[config.mk]
export PLATFORM = sky130hd
export DESIGN_NAME = fsap_status
export DESIGN_NICKNAME = d
export VERILOG_FILES = /design/src/fsap_pkg.sv /design/src/fsap_region.sv /design/src/fsap_status.sv
export SDC_FILE = /design/constraint.sdc
export NUM_CORES = 1
export LEC_CHECK = 0
export BUFFER_PORTS_ARGS = -buffer_cell sky130_fd_sc_hd__buf_2
export CORE_MARGIN = 3
export CORE_UTILIZATION = 33
export DETAILED_ROUTE_END_ITERATION = 12
export PLACE_DENSITY = 0.5
export SYNTH_ARGS = -nofsm -noshare
export SYNTH_HDL_FRONTEND = slang
export SYNTH_HIERARCHICAL = 1
export SYNTH_SLANG_ARGS = --single-unit
export TNS_END_PERCENT = 10
[constraint.sdc]
create_clock -name ref_clk -period 6.1 [get_ports ref_clk]
set_input_delay 0.61 -clock ref_clk [delete_from_list [all_inputs] [get_ports ref_clk]]
set_output_delay 0.61 -clock ref_clk [all_outputs]
set_load 0.01 [all_outputs]
[src/fsap_pkg.sv]
// Constants, field layout, command codes and timing of the status and
// array-protection block. Assumes an 8 MB array addressed by 24 bits.
// Behaviour
// - complement flag inverts the selected protected region
// - protect field picks upper, lower, top, bottom region
// - status one: lock lo, protect field, latch, busy
// - status two: paused, complement, locks, quad, lock hi
// - quad_on always reads one, never written
// - busy_flag high while program, erase, status write run
// - write_latch shows the internal write-enable latch
// - latch clear refuses status write, program, erase
// - protect field survives reset and power cycle
// - protect field changes only by status_write_cmd
// - program and erase refused inside protected region
// - full erase allowed when low field zero, complement zero
// - full erase allowed when low field ones, complement one
// - security lock bits settable once, never cleared
// - lock bits select software, power-cycle or permanent lock
package fsap_pkg;

  // ==========================================================
  // array geometry
  localparam int          ADDR_W      = 24;
  localparam logic [23:0] ARRAY_LAST  = 24'h7FFFFF;
  localparam logic [23:0] BIG_UNIT    = 24'h020000;
  localparam logic [23:0] SMALL_UNIT  = 24'h001000;
  localparam logic [2:0]  SMALL_CAP   = 3'h3;
  localparam logic [23:0] PAGE_MASK   = 24'h0000FF;
  localparam logic [23:0] SECTOR_MASK = 24'h000FFF;
  localparam logic [23:0] BLK32_MASK  = 24'h007FFF;
  localparam logic [23:0] BLK64_MASK  = 24'h00FFFF;

  // ==========================================================
  // status register one field positions
  localparam int LOCK_LO_BIT  = 7;
  localparam int PROT_LSB     = 2;
  localparam int LATCH_BIT    = 1;
  localparam int BUSY_BIT     = 0;
  // status register two field positions, within its own byte
  localparam int ERASE_PAUSED_BIT = 7;
  localparam int CMP_BIT          = 6;
  localparam int SECREG_LSB       = 3;
  localparam int PROG_PAUSED_BIT  = 2;
  localparam int QUAD_BIT         = 1;
  localparam int LOCK_HI_BIT      = 0;
  localparam logic QUAD_VALUE     = 1'b1;

  // ==========================================================
  // command codes
  localparam logic [7:0] CMD_WREN    = 8'h06;
  localparam logic [7:0] CMD_WRDI    = 8'h04;
  localparam logic [7:0] CMD_RD_LOW  = 8'h05;
  localparam logic [7:0] CMD_RD_HIGH = 8'h35;
  localparam logic [7:0] CMD_WRITE_STATUS = 8'h01;
  localparam logic [7:0] CMD_PAGE    = 8'h02;
  localparam logic [7:0] CMD_SECTOR  = 8'h20;
  localparam logic [7:0] CMD_BLK32   = 8'h52;
  localparam logic [7:0] CMD_BLK64   = 8'hD8;
  localparam logic [7:0] CMD_FULL_A  = 8'h60;
  localparam logic [7:0] CMD_FULL_B  = 8'hC7;
  localparam logic [7:0] CMD_PAUSE   = 8'h75;
  localparam logic [7:0] CMD_RESUME  = 8'h7A;

  // ==========================================================
  // timing
  localparam int CLK_PERIOD_NS = 100;
  localparam int OP_TIME_NS    = 6400;
  localparam int OP_CYCLES     = (OP_TIME_NS + CLK_PERIOD_NS - 1) / CLK_PERIOD_NS;

  typedef enum logic [1:0] {
    OP_NONE,
    OP_STATUS,
    OP_PROGRAM,
    OP_ERASE
  } fsap_op_t;

endpackage : fsap_pkg

[src/fsap_region.sv]
// Decodes the protect field and complement flag into one contiguous
// protected address range. Pure combinational logic.
`timescale 1ns/1ns
module fsap_region
(
  input  wire logic [4:0]  protect_sel,
  input  wire logic        complement_flag,
  output logic             region_none,
  output logic [23:0]      region_lo,
  output logic [23:0]      region_hi
);

  logic [2:0]  low_field;
  logic        base_none;
  logic        base_all;
  logic [2:0]  shift;
  logic [23:0] size;
  logic [23:0] base_lo;
  logic [23:0] base_hi;

  // ==========================================================
  // uncomplemented region
  always_comb
  begin
    low_field = protect_sel[2:0];
    base_none = (low_field == 3'h0);
    base_all  = (low_field == 3'h7);
    shift     = low_field - 3'h1;
    if (protect_sel[4])
    begin
      // fine portions stop growing at 32KB
      if (shift > fsap_pkg::SMALL_CAP)
        shift = fsap_pkg::SMALL_CAP;
      size = fsap_pkg::SMALL_UNIT << shift;
    end
    else
      size = fsap_pkg::BIG_UNIT << shift;
    if (base_all)
    begin
      base_lo = 24'h000000;
      base_hi = fsap_pkg::ARRAY_LAST;
    end
    else if (!protect_sel[3])
    begin
      base_lo = fsap_pkg::ARRAY_LAST - size + 24'h000001;
      base_hi = fsap_pkg::ARRAY_LAST;
    end
    else
    begin
      base_lo = 24'h000000;
      base_hi = size - 24'h000001;
    end
  end

  // ==========================================================
  // complement: the region is always anchored at one end, so its
  // complement is contiguous too
  always_comb
  begin
    region_none = base_none;
    region_lo   = base_lo;
    region_hi   = base_hi;
    if (complement_flag)
    begin
      region_none = base_all;
      if (base_none)
      begin
        region_lo = 24'h000000;
        region_hi = fsap_pkg::ARRAY_LAST;
      end
      else if (base_lo == 24'h000000)
      begin
        region_lo = base_hi + 24'h000001;
        region_hi = fsap_pkg::ARRAY_LAST;
      end
      else
      begin
        region_lo = 24'h000000;
        region_hi = base_lo - 24'h000001;
      end
    end
  end

endmodule : fsap_region

[src/fsap_status.sv]
// Status registers, write latch, busy timing and array protection of a
// serial flash. The serial pins are sampled by ref_clk, which must run
// at least eight times faster than the serial clock.
`timescale 1ns/1ns
module fsap_status
#(
  parameter int OP_CYCLES = fsap_pkg::OP_CYCLES
)
(
  input  wire logic        ref_clk,
  input  wire logic        rst_n,
  input  wire logic        sclk,
  input  wire logic        cs_n,
  input  wire logic        si,
  output logic             so_out,
  output logic             so_oe_n,
  input  wire logic [15:0] nv_image,
  output logic [7:0]       status_low,
  output logic [7:0]       status_high,
  output logic             busy_flag,
  output logic             write_latch
);

  // ==========================================================
  // pin synchronisers
  logic [1:0] sclk_sync;
  logic       sclk_prev;
  logic [1:0] cs_sync;
  logic       cs_prev;
  logic [1:0] si_sync;

  always_ff @(posedge ref_clk)
  begin
    if (!rst_n)
    begin
      sclk_sync <= 2'h0;
      sclk_prev <= 1'b0;
      cs_sync   <= 2'h3;
      cs_prev   <= 1'b1;
      si_sync   <= 2'h0;
    end
    else
    begin
      sclk_sync <= {sclk_sync[0], sclk};
      sclk_prev <= sclk_sync[1];
      cs_sync   <= {cs_sync[0], cs_n};
      cs_prev   <= cs_sync[1];
      si_sync   <= {si_sync[0], si};
    end
  end

  logic sclk_rise;
  logic sclk_fall;
  logic selected;
  logic cs_rise;
  assign sclk_rise = sclk_sync[1] & ~sclk_prev;
  assign sclk_fall = ~sclk_sync[1] & sclk_prev;
  assign selected  = ~cs_sync[1];
  assign cs_rise   = cs_sync[1] & ~cs_prev;

  // ==========================================================
  // serial framing: command byte, then address or data bytes
  logic [2:0]  bit_cnt;
  logic [3:0]  byte_cnt;
  logic [6:0]  rx;
  logic [7:0]  cmd;
  logic [23:0] addr;
  logic [7:0]  data_low;
  logic [7:0]  data_high;
  logic [7:0]  next_byte;
  assign next_byte = {rx, si_sync[1]};

  always_ff @(posedge ref_clk)
  begin
    if (!rst_n || !selected)
    begin
      bit_cnt  <= 3'h0;
      byte_cnt <= 4'h0;
      rx       <= 7'h00;
    end
    else if (sclk_rise)
    begin
      rx      <= next_byte[6:0];
      bit_cnt <= bit_cnt + 3'h1;
      if (bit_cnt == 3'h7 && byte_cnt != 4'hF)
        byte_cnt <= byte_cnt + 4'h1;
    end
  end

  always_ff @(posedge ref_clk)
  begin
    if (!rst_n)
    begin
      cmd       <= 8'h00;
      addr      <= 24'h000000;
      data_low  <= 8'h00;
      data_high <= 8'h00;
    end
    else if (selected && sclk_rise && bit_cnt == 3'h7)
    begin
      if (byte_cnt == 4'h0)
        cmd <= next_byte;
      if (byte_cnt >= 4'h1 && byte_cnt <= 4'h3)
        addr <= {addr[15:0], next_byte};
      if (byte_cnt == 4'h1)
        data_low <= next_byte;
      if (byte_cnt == 4'h2)
        data_high <= next_byte;
    end
  end

  // ==========================================================
  // stored bits and live status
  logic       lock_lo;
  logic       lock_hi;
  logic [4:0] protect_sel;
  logic       complement_flag;
  logic [2:0] secreg_lock;
  logic       erase_paused;
  logic       program_paused;
  logic       region_none;
  logic [23:0] region_lo;
  logic [23:0] region_hi;
  logic [23:0] span_lo;
  logic [23:0] span_hi;
  logic       hits_region;
  logic       full_ok;
  logic       status_ok;
  logic       frame_whole;
  logic       do_status;
  logic       do_program;
  logic       do_erase;
  logic [15:0] op_cnt;
  logic [7:0] so_shift;
  logic       reading;

  // suspend sequencing lives outside this block, so both stay clear
  assign erase_paused   = 1'b0;
  assign program_paused = 1'b0;

  assign status_low  = {lock_lo, protect_sel, write_latch, busy_flag};
  assign status_high = {erase_paused, complement_flag, secreg_lock, program_paused,
                        fsap_pkg::QUAD_VALUE, lock_hi};

  // ==========================================================
  // non-volatile bits: loaded from the image at power-up
  always_ff @(posedge ref_clk)
  begin
    if (!rst_n)
    begin
      lock_lo         <= nv_image[fsap_pkg::LOCK_LO_BIT];
      protect_sel     <= nv_image[fsap_pkg::PROT_LSB +: 5];
      complement_flag <= nv_image[8 + fsap_pkg::CMP_BIT];
      secreg_lock     <= nv_image[8 + fsap_pkg::SECREG_LSB +: 3];
      // a power cycle releases the supply lock-down, not the permanent one
      lock_hi         <= nv_image[8 + fsap_pkg::LOCK_HI_BIT]
                         & nv_image[fsap_pkg::LOCK_LO_BIT];
    end
    else if (do_status)
    begin
      // latch and busy bits of the data byte are ignored
      lock_lo     <= data_low[fsap_pkg::LOCK_LO_BIT];
      protect_sel <= data_low[fsap_pkg::PROT_LSB +: 5];
      if (byte_cnt == 4'h3)
      begin
        complement_flag <= data_high[fsap_pkg::CMP_BIT];
        secreg_lock     <= secreg_lock | data_high[fsap_pkg::SECREG_LSB +: 3];
        lock_hi         <= data_high[fsap_pkg::LOCK_HI_BIT];
      end
    end
  end

  // ==========================================================
  // protection decode
  fsap_region region
  (
    .protect_sel     (protect_sel),
    .complement_flag (complement_flag),
    .region_none     (region_none),
    .region_lo       (region_lo),
    .region_hi       (region_hi)
  );

  always_comb
  begin
    frame_whole = cs_rise && (bit_cnt == 3'h0);
    case (cmd)
      fsap_pkg::CMD_PAGE:
      begin
        span_lo = addr & ~fsap_pkg::PAGE_MASK;
        span_hi = addr | fsap_pkg::PAGE_MASK;
      end
      fsap_pkg::CMD_SECTOR:
      begin
        span_lo = addr & ~fsap_pkg::SECTOR_MASK;
        span_hi = addr | fsap_pkg::SECTOR_MASK;
      end
      fsap_pkg::CMD_BLK32:
      begin
        span_lo = addr & ~fsap_pkg::BLK32_MASK;
        span_hi = addr | fsap_pkg::BLK32_MASK;
      end
      fsap_pkg::CMD_BLK64:
      begin
        span_lo = addr & ~fsap_pkg::BLK64_MASK;
        span_hi = addr | fsap_pkg::BLK64_MASK;
      end
      default:
      begin
        span_lo = addr;
        span_hi = addr;
      end
    endcase
    // any overlap with the protected range refuses the whole operation
    hits_region = !region_none && (span_lo <= region_hi) && (span_hi >= region_lo);
    full_ok = ((protect_sel[2:0] == 3'h0) && !complement_flag)
              || ((protect_sel[2:0] == 3'h7) && complement_flag);
    status_ok = write_latch && !lock_hi && !busy_flag;
    do_status = frame_whole && (cmd == fsap_pkg::CMD_WRITE_STATUS)
                && ((byte_cnt == 4'h2) || (byte_cnt == 4'h3)) && status_ok;
    do_program = frame_whole && (cmd == fsap_pkg::CMD_PAGE) && (byte_cnt >= 4'h5)
                 && write_latch && !busy_flag && !hits_region;
    do_erase = frame_whole && write_latch && !busy_flag
               && ((((cmd == fsap_pkg::CMD_SECTOR) || (cmd == fsap_pkg::CMD_BLK32)
                     || (cmd == fsap_pkg::CMD_BLK64)) && (byte_cnt == 4'h4)
                    && !hits_region)
                   || (((cmd == fsap_pkg::CMD_FULL_A) || (cmd == fsap_pkg::CMD_FULL_B))
                       && (byte_cnt == 4'h1) && full_ok));
  end

  // ==========================================================
  // write-enable latch
  always_ff @(posedge ref_clk)
  begin
    if (!rst_n)
      write_latch <= 1'b0;
    else if (do_status || do_program || do_erase)
      write_latch <= 1'b0;
    else if (frame_whole && (byte_cnt == 4'h1) && (cmd == fsap_pkg::CMD_WREN))
      write_latch <= 1'b1;
    else if (frame_whole && (byte_cnt == 4'h1) && (cmd == fsap_pkg::CMD_WRDI))
      write_latch <= 1'b0;
  end

  // ==========================================================
  // operation timer
  always_ff @(posedge ref_clk)
  begin
    if (!rst_n)
    begin
      busy_flag <= 1'b0;
      op_cnt    <= 16'h0000;
    end
    else if (do_status || do_program || do_erase)
    begin
      busy_flag <= 1'b1;
      op_cnt    <= 16'(OP_CYCLES - 1);
    end
    else if (busy_flag)
    begin
      if (op_cnt == 16'h0000)
        busy_flag <= 1'b0;
      else
        op_cnt <= op_cnt - 16'h0001;
    end
  end

  // ==========================================================
  // status read-out: msb first, launched on the falling serial edge
  always_ff @(posedge ref_clk)
  begin
    if (!rst_n)
    begin
      so_out   <= 1'b0;
      so_shift <= 8'h00;
      reading  <= 1'b0;
    end
    else if (!selected)
      reading <= 1'b0;
    else if (sclk_fall)
    begin
      // reload at every byte boundary so the host may keep polling
      if ((byte_cnt != 4'h0) && (bit_cnt == 3'h0) && (cmd == fsap_pkg::CMD_RD_LOW))
      begin
        reading  <= 1'b1;
        so_out   <= status_low[7];
        so_shift <= {status_low[6:0], 1'b0};
      end
      else if ((byte_cnt != 4'h0) && (bit_cnt == 3'h0)
               && (cmd == fsap_pkg::CMD_RD_HIGH))
      begin
        reading  <= 1'b1;
        so_out   <= status_high[7];
        so_shift <= {status_high[6:0], 1'b0};
      end
      else
      begin
        so_out   <= so_shift[7];
        so_shift <= {so_shift[6:0], 1'b0};
      end
    end
  end

  assign so_oe_n = ~(reading & selected);

endmodule : fsap_status

==> qor.yml <==
yosys:
  synthCells: 999
  ys_ff_latch: 103
  synth_compound_area_share_pct: 19.0
  yosys_warnings: 6
  ys_seq_area_share_pct: 28.0
  synth_top_family_by_area: "simple AND/OR/NAND/NOR gates"
  synth-xor-area-share_pct: 3.27
  synth-simple-area-share_pct: 27.1
  synth_area_leader_cell: "dfxtp_1"
  synthAdderAreaFrac_pct: 10.6
  synth.avg_cell_area_um2: 7.77
  async_reset_ff_share_pct: 0
  yosys-mux-area-fraction_pct: 2.19
  ys_types: 94
  synth_edf_count: 11
  synth_top_area_share_pct: 23.7
  netlist_area_um2: 7760
  synth_ff_type: "dfxtp_1"
  synthTopCellsByArea: "dfxtp_1, ha_1, nand2_1, a21oi_1, edfxtp_1"
worst_setup_path:
  crit_fanout: 16
  reg2reg_from: "protect_sel[0]"
  setup.worst_path.class: "flip-flop to flip-flop"
  required_ns: 6.35
  startpoint_type: "flip-flop"
  cp-end-kind: "flip-flop"
  r2r-end: "op_cnt[4]"
  r2r.worst_path.cells: 22
  reg2reg_slack_ns: 0.68
  cp.arrival_ns: 5.67
global_routing:
  grtUsageMet3_pct: 2.50
  grt_usage_pct: 15.5
  grt_remaining_overflow: 0
  grt_pass1_vias: 6215
  grt_pass1_wl_um: 32800
  met2_usage_pct: 25.3
  grt_max_degree: 56
  use_met1_pct: 21.9
  grt_antenna_before_repair: 0
  top_usage_layer: "met2"
route:
  wl_per_cell_um: 15.1
  final_antenna_net_count: 0
  vias: 6631
  routed_wl_um: 19900
  dr.pass1.iters: 5
  drc_errors: 0
  first_iter_violations: 409
  via_per_inst: 5.03
place:
  gp_congestion: 0.843
  io_buffers: 32
  hpwlAfterDp_um: 14900
  dp_slack_ns: 0.707
timing:
  min_period_ns: 5.42
  fin_ws_ns: 0.677
  drv_slew: 0
  fin_skew_ns: 0.00721
  relSlewSlack_pct: 26.2
  max_freq_mhz: 184
  max_slew.worst_pin.slew_ns: 1.11
  tns_ns: 0
  setup_viol: 0
  period_share_pct: 88.9
  rsz0062_at_grt: "no"
  hold_viol_final: 0
cells_and_area:
  fin_nets: 1088
  finish.utilization_pct: 36.4
  syn_to_final_growth_pct: 7.18
  drive_gt1_share_pct: 10.4
  diodes: 0
die:
  floorplan.initialDensity_pct: 34.0
  core_area_um2: 22800
  die_w_um: 159
  fp-row-count: 55
  ios: 41
  die_h_um: 159
  die-area_um2: 25400
clocking:
  cts_hold_buf: 0
  clockBufferDepth: 2
  post_cts_resized: 0
  cts_tree: "yes"
  h-tree-depth: 3
  postCtsSetupBuffers: 0
  cts_buffers: 9
  cts_root_buf: "clkbuf_16"
  clock-sinks: 103
  worstSkewPairLatency_ns: 0.35
  clk_pin_slew_ns: 0.08
min_path:
  hp-class: "flip-flop to flip-flop"
  hold_depth: 1
  holdPathEnd: "cs_sync[1]"
  worstHoldStart: "cs_sync[0]"
power_and_ir_drop:
  vdd.ir_drop.worst_uv: 126
  leakage_nw: 3.47
  power_density_nw_per_um2: 184
job:
  cap_violations: 0
outcome:
  outcome: "completed"
## Yosys cell counts, types with 4 or more instances
master and instances:
dfxtp_1 92, and2_1 16, nor2_1 59, a31oi_1 4, nand4_1 13, nor3b_1 7, a211oi_1 10, or3_1 5
o21a_1 8, buf_6 6, a221oi_1 6, xnor2_1 18, nand3_1 35, a21oi_1 101, nor3_1 10, a22oi_1 5
nand2b_1 30, buf_4 33, o21ai_0 30, nand2_1 161, inv_1 69, nor4_1 11, edfxtp_1 11, o22ai_1 15
buf_2 8, mux2i_1 8, clkbuf_1 26, xor2_1 11, mux2_2 8, ha_1 66, and3_1 13, nor2b_1 7
o21ai_1 6, conb_1 4, o211ai_1 4
## state kept, by name, summed over array words and instances, names as in the netlist, 2 cells and up
signal       flops
cmd              8
so_shift         7
sclk_sync        2
cs_sync          2
op_cnt          16
bit_cnt          3
secreg_lock      3
protect_sel      5
si_sync          2
rx               7
data_low         6
data_high        5
addr            24
byte_cnt         4
## cell families after synthesis
family / count (synthesis)
muxes: 16
DFF: 103
adders and majority gates: 66
xor gates and xnor gates: 29
AOI/OAI and AO/OA: 227
other: 4
and+or+nand+nor: 407
buffers and inverters: 147
## critical path: stages, from the launching register on
cell and delay [ns]:
edfxtp_1 0.40, inv_1 0.13, ha_1 0.22, ha_1 0.56, nor2_1 0.11, and3_1 0.24
inv_1 0.12, ha_1 0.40, nor2b_1 0.21, a31oi_1 0.10, o21ai_0 0.28, o21ai_0 0.25
a211oi_1 0.33, xor2_1 0.11, o22ai_1 0.16, inv_1 0.09, ha_1 0.30, nand4_1 0.10
nor2_1 0.12, a2111oi_4 0.51, buf_4 0.22, a21oi_1 0.06, a221oi_1 0.27
## worst max path at each step
stage	start	to	slack (ns)	cells past startpoint
after global placement	protect_sel[0]	op_cnt[5]	0.72	22
after detailed placement	protect_sel[0]	op_cnt[5]	0.71	20
final	protect_sel[0]	op_cnt[4]	0.68	22
after CTS	protect_sel[0]	op_cnt[7]	0.68	22
after floorplan	protect_sel[0]	op_cnt[7]	1.15	24
after global routing	protect_sel[0]	op_cnt[4]	0.06	21
## where the power goes
| part | total [mW] | internal (mW) | switching, mW |
|---|---|---|---|
| Combinational | 0.235 | 0.0866 | 0.149 |
| Clock | 0.598 | 0.323 | 0.275 |
| Sequential | 0.701 | 0.691 | 0.00950 |
## cell usage in the layout, fill, tap and decap left out, drive strengths merged, types with 17 or more instances in the layout
cell and n:
buf 45, and2 17, inv 73, conb 27, nand3 36, xnor2 18, nand2b 30, dfxtp 92
ha 66, a21oi 101, o21ai 37, nand2 162, nor2 60
## layout make-up
class	instances	area [um2]
Clock buffer	9	225
Timing Repair Buffer	45	258
Tap cell	313	392
Inverter	70	263
Sequential cell	103	2170
Fill cell	2484	14500
Multi-Input combinational cell	772	4930
Clock inverter	7	76.3
## per-layer routing
layer | vias up | routed length [um]
met5 | - | 0
met4 | 0 | 260
met3 | 17 | 589
met2 | 92 | 9190
met1 | 3090 | 9910
li1 | 3432 | -
## per-stage QoR
step | instances | total power [mW] | cell area [um2] | hold WS (ns)
floorplan | 1022 | 0.903 | 7850 | 0.386
global placement | 1303 | 0.951 | 8020 | 0.408
detailed placement | 1303 | 0.950 | 8020 | 0.406
CTS | 1319 | 1.55 | 8320 | 0.422
global route | 1319 | 1.61 | 8320 | 0.436
finish | 1319 | 1.53 | 8320 | 0.417
No activity file was read; power rests on OpenSTA's default activity.
